--- src/rtl/cfgr_pkg.sv ---
// constants, types and carriers for the filter, detection and input gain register group
package cfgr_pkg;

  // ****************************************
  // register map
  // ****************************************
  localparam int ADDR_W = 7;
  localparam logic [6:0] OFS_FILT = 7'h0C;
  localparam logic [6:0] OFS_RSVD = 7'h0D;
  localparam logic [6:0] OFS_DET = 7'h0E;
  localparam logic [6:0] OFS_LPGA = 7'h0F;
  localparam logic [6:0] OFS_RPGA = 7'h10;

  // ****************************************
  // reset values
  // ****************************************
  localparam logic [7:0] FILT_RST = 8'h00;
  localparam logic [7:0] RSVD_RST = 8'h00;
  localparam logic [7:0] DET_RST = 8'h00;
  localparam logic [7:0] PGA_RST = 8'h80;
  localparam logic [7:0] RD_ZERO = 8'h00;

  // ****************************************
  // field positions
  // ****************************************
  localparam int HPF_L_HI = 7;
  localparam int HPF_L_LO = 6;
  localparam int HPF_R_HI = 5;
  localparam int HPF_R_LO = 4;
  localparam int EFF_L_BIT = 3;
  localparam int DEEMP_L_BIT = 2;
  localparam int EFF_R_BIT = 1;
  localparam int DEEMP_R_BIT = 0;
  localparam int COUPLE_BIT = 7;
  localparam int FDIFF_BIT = 6;
  localparam int HSDET_BIT = 4;
  localparam int PDIFF_BIT = 3;
  localparam logic [7:0] DET_RW_MASK = 8'hC8;
  localparam int MUTE_BIT = 7;
  localparam int GAIN_HI = 6;

  // gain code in 0.5 dB steps, saturating at 59.5 dB
  localparam logic [6:0] GAIN_MAX = 7'h77;

  // high-pass corner in units of 0.0001 x adc sample rate
  localparam logic [7:0] HPF_COEF_OFF = 8'h00;
  localparam logic [7:0] HPF_COEF_0045 = 8'h2D;
  localparam logic [7:0] HPF_COEF_0125 = 8'h7D;
  localparam logic [7:0] HPF_COEF_0250 = 8'hFA;

  // ****************************************
  // types
  // ****************************************
  typedef enum logic [1:0] {
    HPF_OFF,
    HPF_C0045,
    HPF_C0125,
    HPF_C0250
  } cfgr_hpf_t;

  typedef struct packed {
    logic wr;
    logic rd;
    logic [6:0] addr;
    logic [7:0] wdata;
  } cfgr_req_t;

  typedef struct packed {
    logic hpf_en;
    cfgr_hpf_t hpf_sel;
    logic [7:0] hpf_coef;
    logic mute;
    logic [6:0] gain_half_db;
  } cfgr_path_t;

  typedef struct packed {
    logic eff_en;
    logic deemp_en;
  } cfgr_dac_t;

  typedef struct packed {
    logic ac_coupled;
    logic fully_diff;
    logic pseudo_diff;
  } cfgr_drv_t;

endpackage

--- src/rtl/cfgr_adc_path.sv ---
// decode of one adc channel: high-pass corner, pga mute and saturated gain
`timescale 1ns/100ps
`default_nettype none
module cfgr_adc_path (
  input wire logic core_clk,
  input wire logic arst_n,
  input wire logic [1:0] hpf_code,
  input wire logic [7:0] pga_reg,
  output var cfgr_pkg::cfgr_path_t path
);
  import cfgr_pkg::*;

  logic hpf_en_r;
  cfgr_hpf_t hpf_sel_r;
  logic [7:0] hpf_coef_r;
  logic mute_r;
  logic [6:0] gain_r;

  // one driver per field group, joined here
  assign path = '{hpf_en: hpf_en_r, hpf_sel: hpf_sel_r, hpf_coef: hpf_coef_r, mute: mute_r,
    gain_half_db: gain_r};

  // ****************************************
  // high-pass corner
  // ****************************************
  always_ff @(posedge core_clk or negedge arst_n) begin
    if (!arst_n) begin
      hpf_en_r <= 1'b0;
      hpf_sel_r <= HPF_OFF;
      hpf_coef_r <= HPF_COEF_OFF;
    end else begin
      hpf_en_r <= (cfgr_hpf_t'(hpf_code) != HPF_OFF);
      hpf_sel_r <= cfgr_hpf_t'(hpf_code);
      unique case (cfgr_hpf_t'(hpf_code))
        HPF_OFF: hpf_coef_r <= HPF_COEF_OFF;
        HPF_C0045: hpf_coef_r <= HPF_COEF_0045;
        HPF_C0125: hpf_coef_r <= HPF_COEF_0125;
        HPF_C0250: hpf_coef_r <= HPF_COEF_0250;
      endcase
    end
  end

  // ****************************************
  // pga mute and gain
  // ****************************************
  always_ff @(posedge core_clk or negedge arst_n) begin
    if (!arst_n) begin
      mute_r <= PGA_RST[MUTE_BIT];
      gain_r <= PGA_RST[GAIN_HI:0];
    end else begin
      mute_r <= pga_reg[MUTE_BIT];
      if (pga_reg[GAIN_HI:0] >= GAIN_MAX) begin
        gain_r <= GAIN_MAX;
      end else begin
        gain_r <= pga_reg[GAIN_HI:0];
      end
    end
  end
endmodule
`default_nettype wire

--- src/rtl/cfgr_regs.sv ---
// filter control, output driver and headset detection, and adc pga gain register group
`timescale 1ns/100ps
`default_nettype none
module cfgr_regs (
  input wire logic core_clk,
  input wire logic arst_n,
  input wire cfgr_pkg::cfgr_req_t req,
  input wire logic headset_det_pin,
  output logic [7:0] rdata,
  output logic rd_ack,
  output var cfgr_pkg::cfgr_path_t adc_left,
  output var cfgr_pkg::cfgr_path_t adc_right,
  output var cfgr_pkg::cfgr_dac_t dac_left,
  output var cfgr_pkg::cfgr_dac_t dac_right,
  output var cfgr_pkg::cfgr_drv_t drv,
  output logic headset_flag
);
  import cfgr_pkg::*;

  logic [7:0] filt_r;
  logic [7:0] rsvd_r;
  logic [7:0] det_r;
  logic [7:0] lpga_r;
  logic [7:0] rpga_r;
  logic hs_meta_r;
  logic hs_sync_r;
  logic [7:0] rdata_nxt;
  logic [7:0] det_view;

  // ****************************************
  // register writes
  // ****************************************
  always_ff @(posedge core_clk or negedge arst_n) begin
    if (!arst_n) begin
      filt_r <= FILT_RST;
    end else if (req.wr && req.addr == OFS_FILT) begin
      filt_r <= req.wdata;
    end
  end

  // stored as written; host is expected to keep it zero
  always_ff @(posedge core_clk or negedge arst_n) begin
    if (!arst_n) begin
      rsvd_r <= RSVD_RST;
    end else if (req.wr && req.addr == OFS_RSVD) begin
      rsvd_r <= req.wdata;
    end
  end

  // only coupling and the two arrangement bits are writable
  always_ff @(posedge core_clk or negedge arst_n) begin
    if (!arst_n) begin
      det_r <= DET_RST;
    end else if (req.wr && req.addr == OFS_DET) begin
      det_r <= req.wdata & DET_RW_MASK;
    end
  end

  always_ff @(posedge core_clk or negedge arst_n) begin
    if (!arst_n) begin
      lpga_r <= PGA_RST;
    end else if (req.wr && req.addr == OFS_LPGA) begin
      lpga_r <= req.wdata;
    end
  end

  always_ff @(posedge core_clk or negedge arst_n) begin
    if (!arst_n) begin
      rpga_r <= PGA_RST;
    end else if (req.wr && req.addr == OFS_RPGA) begin
      rpga_r <= req.wdata;
    end
  end

  // ****************************************
  // headset detect synchroniser
  // ****************************************
  always_ff @(posedge core_clk or negedge arst_n) begin
    if (!arst_n) begin
      hs_meta_r <= 1'b0;
      hs_sync_r <= 1'b0;
      headset_flag <= 1'b0;
    end else begin
      hs_meta_r <= headset_det_pin;
      hs_sync_r <= hs_meta_r;
      headset_flag <= hs_sync_r;
    end
  end

  // ****************************************
  // read path
  // ****************************************
  always_comb begin
    det_view = det_r & DET_RW_MASK;
    det_view[HSDET_BIT] = headset_flag;
  end

  always_comb begin
    unique case (req.addr)
      OFS_FILT: rdata_nxt = filt_r;
      OFS_RSVD: rdata_nxt = rsvd_r;
      OFS_DET: rdata_nxt = det_view;
      OFS_LPGA: rdata_nxt = lpga_r;
      OFS_RPGA: rdata_nxt = rpga_r;
      default: rdata_nxt = RD_ZERO;
    endcase
  end

  always_ff @(posedge core_clk or negedge arst_n) begin
    if (!arst_n) begin
      rdata <= RD_ZERO;
      rd_ack <= 1'b0;
    end else begin
      rd_ack <= req.rd;
      if (req.rd) begin
        rdata <= rdata_nxt;
      end
    end
  end

  // ****************************************
  // dac filter and driver controls
  // ****************************************
  always_ff @(posedge core_clk or negedge arst_n) begin
    if (!arst_n) begin
      dac_left <= '0;
      dac_right <= '0;
    end else begin
      dac_left.eff_en <= filt_r[EFF_L_BIT];
      dac_left.deemp_en <= filt_r[DEEMP_L_BIT];
      dac_right.eff_en <= filt_r[EFF_R_BIT];
      dac_right.deemp_en <= filt_r[DEEMP_R_BIT];
    end
  end

  // both arrangement bits together is a host error and is passed on unchanged
  always_ff @(posedge core_clk or negedge arst_n) begin
    if (!arst_n) begin
      drv <= '0;
    end else begin
      drv.ac_coupled <= det_r[COUPLE_BIT];
      drv.fully_diff <= det_r[FDIFF_BIT];
      drv.pseudo_diff <= det_r[PDIFF_BIT];
    end
  end

  // ****************************************
  // adc channels
  // ****************************************
  cfgr_adc_path u_left (
    .core_clk(core_clk),
    .arst_n(arst_n),
    .hpf_code(filt_r[HPF_L_HI:HPF_L_LO]),
    .pga_reg(lpga_r),
    .path(adc_left)
  );

  cfgr_adc_path u_right (
    .core_clk(core_clk),
    .arst_n(arst_n),
    .hpf_code(filt_r[HPF_R_HI:HPF_R_LO]),
    .pga_reg(rpga_r),
    .path(adc_right)
  );
endmodule
`default_nettype wire

--- config.mk ---
export PLATFORM = sky130hd
export DESIGN_NAME = cfgr_regs
export DESIGN_NICKNAME = d
export VERILOG_FILES = /design/src/rtl/cfgr_pkg.sv /design/src/rtl/cfgr_adc_path.sv /design/src/rtl/cfgr_regs.sv
export SDC_FILE = /design/constraint.sdc
export NUM_CORES = 1
export LEC_CHECK = 0
export BUFFER_PORTS_ARGS = -buffer_cell sky130_fd_sc_hd__buf_4
export CAP_MARGIN = 20
export CORE_ASPECT_RATIO = 1.25
export CORE_UTILIZATION = 53
export CTS_CLUSTER_SIZE = 30
export DETAILED_ROUTE_END_ITERATION = 12
export PLACE_DENSITY_LB_ADDON = 0.12
export SETUP_SLACK_MARGIN = 0.2
export SYNTH_ARGS = -nofsm -noshare
export SYNTH_HDL_FRONTEND = slang
export SYNTH_SLANG_ARGS = --single-unit
--- constraint.sdc ---
create_clock -name core_clk -period 1.9 [get_ports core_clk]
set_clock_uncertainty 0.1 [all_clocks]
set_input_delay 0.095 -clock core_clk [delete_from_list [all_inputs] [get_ports core_clk]]
set_output_delay 0.095 -clock core_clk [all_outputs]
set_load 0.1 [all_outputs]
# After elaboration in Yosys (flattened, before gate mapping)
# Cells that the tools add are included.
[word_totals]
ff_bits = 92
latchBits = 0
ram_bits = 0
rom_bits = 0
inputBits = 20
output_inout_bits = 55
wordCells = 54
mem_count = 0
[op_classes]
addsub = 0
multipliers = 0
n_div = 0
magnitude_cmp = 2
eq_ne = 11
shifts = 0
muxes = 5
bitwise_logic = 0
reduce_logical = 9
[ops]
columns = ["cell", "count"]
rows = [
  ["one-hot mux 8 bit (4 select lines)", 2],
  ["one-hot mux 8 bit (5 select lines)", 1],
  ["== test 7 x 4 -> 1 bit (second input constant)", 4],
  [">= comparator 7 bit (second input constant)", 2],
  ["2-to-1 mux 7 bit", 2],
  ["== test 2 bit (second input constant)", 4],
  ["== test 7 x 5 -> 1 bit (second input constant)", 1],
  ["logical AND 1 bit", 5],
  ["== test 2 x 1 -> 1 bit (second input constant)", 2],
  ["logical NOT 2 bit", 2],
  ["nonzero test 2 bit", 2],
]

# Logic depth before layout (Yosys ltp)
[logic_depth]
ltp_word = 2
depth_mapped = 5

# Cells and area by module
# From an unflattened synthesis, not the netlist that was laid out.
[unflattened]
cells_unflattened = 230
hier_area_um2 = 3343.2
[modules_own_cells]
columns = ["module", "n_inst", "cells_per_inst", "area_each_um2"]
rows = [
  ["cfgr_regs", 1, 156, 2319.7],
  ["cfgr_adc_path", 2, 37, 511.7],
]

# Worst setup path before layout
# No wires, ideal clock.
[synth_path]
kind = "input -> register"
startpoint = "input port req[12] (netlist bit)"
endpoint = "register filt_r[0]"
arrival_time_ps = 1363
t_required_ps = 1675
slack_ps = 312
stages = 5
path_buffers = 1
cell_sequence = "nand3b_1 > nor3_2 > and4bb_2 > buf_4 > mux2_2"
[synth_between]
elab_chain_cells = 2
[synth_lines]
columns = ["element", "line", "text"]
rows = [
  ["start: declaration", "cfgr_regs.sv:7", "input wire cfgr_pkg::cfgr_req_t req,"],
  ["== test 7 x 4 -> 1 bit", "cfgr_regs.sv:36", "end else if (req.wr && req.addr == OFS_FILT) begin"],
  ["logical AND 1 bit", "cfgr_regs.sv:36", ""],
  ["end signal: assignment", "cfgr_regs.sv:37", "filt_r <= req.wdata;"],
  ["end: declaration", "cfgr_regs.sv:20", "logic [7:0] filt_r;"],
]
# No other way between the ends.
# A chain may end at the register's enable or synchronous reset.

# Final worst setup path
[layout_path]
startpoint = "register lpga_r[6]"
endpoint = "register rdata[6]"
[layout_between]
elab_chain_cells = 1
[layout_lines]
columns = ["element", "line", "text"]
rows = [
  ["start: declaration", "cfgr_regs.sv:23", "logic [7:0] lpga_r;"],
  ["start signal: assignment", "cfgr_regs.sv:63", "lpga_r <= req.wdata;"],
  ["one-hot mux 8 bit (5 select lines)", "cfgr_regs.sv:99", "unique case (req.addr)"],
  ["end signal: assignment", "cfgr_regs.sv:116", "rdata <= rdata_nxt;"],
  ["end: declaration", "cfgr_regs.sv:9", "output logic [7:0] rdata,"],
]
# No other way between the ends.

==> impl_metrics.py <==
metrics = {
    "final_layout": {
        "stdcell_count": 389,
        "multiInputGateArea_sq_um": 1031,
        "syn_to_final_growth_pct": 25.69,
        "fill_cells": 452,
        "nets": 328,
        "ff_latch_area_sq_um": 2057,
        "drive_above_1_share_pct": 49.51,
        "finish.utilization_pct": 70.18,
        "antenna_cells": 0,
    },
    "logic_synthesis": {
        "synth_top_area_share_pct": 59.29,
        "synthFlopType": "dfrtp_1",
        "synth_area_per_cell_sq_um": 14.50,
        "async_flop_share_pct": 100.0,
        "synth_edf_count": 0,
        "syn_nets": 253,
        "yosys_warnings": 0,
        "yosysMostFrequentCell": "dfrtp_1",
        "synth_area_sq_um": 3292,
        "synthTopCellsByCount": "dfrtp_1, mux2_2, buf_4, inv_1",
        "synth_top_area_cell": "dfrtp_1",
        "netlist_top_cells_area": "dfrtp_1, mux2_2, buf_4, dfstp_2, ha_1",
        "netlist_instances": 227,
        "synth.distinct_cells": 36,
        "ys_seq_area_share_pct": 62.49,
        "ys_ff_latch": 82,
    },
    "floorplan": {
        "io_pins": 75,
        "die_height_microns": 90.12,
        "die_w_microns": 72.49,
        "rows": 31,
        "dieArea_sq_um": 6532,
        "start_util_pct": 55.84,
        "core_sq_um": 5896,
    },
    "worst_setup_path": {
        "endpoint_kind": "flop",
        "crit_cells": 4,
        "timing.rr.start": "lpga_r[6]",
        "worstPathRequired_ns": 2.04,
        "path_buf_inv": 0,
        "start_kind": "flop",
        "slowest_stage": "dfrtp_1",
        "crit_arrival_ns": 1.65,
        "crit_path_cell_trace": "mux2_2 > a22o_1 > a22oi_1 > a21oi_1",
        "cp-startpoint": "lpga_r[6]",
        "slowest_delay_ns": 0.43,
        "worst_path_dominant_cell_family": "compound AO/OA/AOI/OAI gates",
        "reg2reg_depth": 4,
        "worst-path-max-fanout": 5,
        "crit_type": "reg2reg",
    },
    "place": {
        "io_buffer_count": 74,
        "hpwl_mm": 4.496,
        "dp_cells": 362,
        "gp_congestion": 0.8153,
    },
    "clock_tree": {
        "cts_buffers": 9,
        "cts_root_buf": "clkbuf_8",
        "postCtsSetupBuffers": 0,
        "clock-sinks": 82,
        "clk_latency_ns": 0.36,
        "cts_tree": "done",
        "htree_num_levels": 3,
        "clk_pin_slew_ns": 0.08,
        "ctsHoldBuffers": 11,
        "postCtsResizedCells": 0,
        "clock_path_buffers": 2,
    },
    "sta": {
        "setup_viol": 0,
        "period_minus_slack_ns": 1.503,
        "final-max-slew-violation-count": 0,
        "slew_headroom_pct": 58.93,
        "period_share_pct": 79.10,
        "worst_pin_slew_ns": 0.6134,
        "hold_viol": 0,
        "maxClockFrequency_ghz": 0.6654,
        "setup_tns_ns": 0,
        "rsz0062_at_grt": "false",
        "holdWs_ns": 0.1069,
    },
    "drt": {
        "antenna_left": 0,
        "routed_wl_mm": 6.460,
        "drt-initial-drc-count": 136,
        "vias": 2030,
        "drc": 0,
        "dr.pass1.iters": 4,
        "routedWlPerCell_microns": 16.61,
        "vias_per_cell": 5.219,
    },
    "global_routing": {
        "track_usage_pct": 22.16,
        "antenna_found_initial": 0,
        "grt_pass1_vias": 2069,
        "grt.overflow.total": 0,
        "grt_max_degree": 53,
        "grt_pass1_wl_mm": 10.61,
    },
    "run": {
        "max_cap_violations": 0,
    },
    "power": {
        "p_total_uw": 4360,
        "p_per_area_nw_per_um2": 1054,
        "ir_worst_vdd_mv": 0.5833,
        "leakagePower_uw": 0.002113,
    },
    "outcome": {
        "run_status": "finished, final reports clean",
    },
    "worst_hold_path": {
        "min_path_type": "in2async",
    },
}
[cell usage in the layout, fill, tap and decap left out, types with 2 or more instances in the layout]
master         netlist  final
a21oi_1              4      4
a22o_1               8      8
a22o_2               2      2
a22oi_1              8      8
a31oi_1              2      2
buf_4               15     77
clkbuf_8             0      9
clkinvlp_4           0      3
dfrtp_1             78     78
dfstp_2              4      4
dlygate4sd3_1        0     11
ha_1                 6      6
inv_1               12     12
mux2_2              40     40
nand2_1              2      2
nand2b_1             6      6
nand4_1              2      2
nor2_1               4      4
nor3b_2              2      2
o21ai_0              2      2
o22ai_1              4      4
or2_2                2      2
[report_power, final]
group / switching [uW] / total (uW) / internal, uW
logic: 894 / 1160 / 264
clock network: 623 / 1230 / 609
registers: 85.1 / 1970 / 1890
[final cells by class]
cell class	instances	share of cell area [%]
Tap cell	82	2.480
Inverter	12	1.089
Clock inverter	6	1.603
Timing Repair Buffer	89	17.12
Multi-Input combinational cell	108	24.92
Sequential cell	82	49.71
Clock buffer	10	3.084
[cells by family after synthesis]
logic type      Yosys count  share of synthesized area [%]
simple gates             30                          7.602
fa+ha+maj                 6                          2.280
mux                      42                          14.82
compound gates           30                          6.613
buf+inv                  37                          6.195
flops                    82                          62.49
[metrics by stage]
stage	setup slack, ns	cell area, sq um
final	0.3971	4138
after global routing	0.3438	4138
after CTS	0.4115	4138
after detailed placement	0.1391	3834
after global placement	0.1411	3834
after floorplan	0.3123	3292
[flip-flops by register name (all words and copies together), names as in the netlist, 2 cells and up]
signal              cells
dac_left                2
dac_right               2
det_r                   3
drv                     3
filt_r                  8
lpga_r                  8
rdata                   8
rpga_r                  8
rsvd_r                  8
u_left.gain_r           7
u_left.hpf_coef_r       4
u_left.hpf_sel_r        2
u_right.gain_r          7
u_right.hpf_coef_r      4
u_right.hpf_sel_r       2
[worst paths after layout]
check	to	slack, ns
worst max-delay path	rdata[6]	0.40
worst min-delay path	u_right.gain_r[5]	0.11
worst max register to register	rdata[6]	0.40
worst min register to register	hs_sync_r	0.25
max in group asynchronous	rpga_r[7]	0.93
min in group core_clk	rdata[7]	0.11
[per-layer routing]
metal / GRT usage [%] / routed length (microns)
met4: 9.477 / 138
met5: 0 / 0
met3: 5.269 / 253
met1: 28.78 / 2782
met2: 35.28 / 3285
Note: power is estimated with default switching activity, not from simulation.
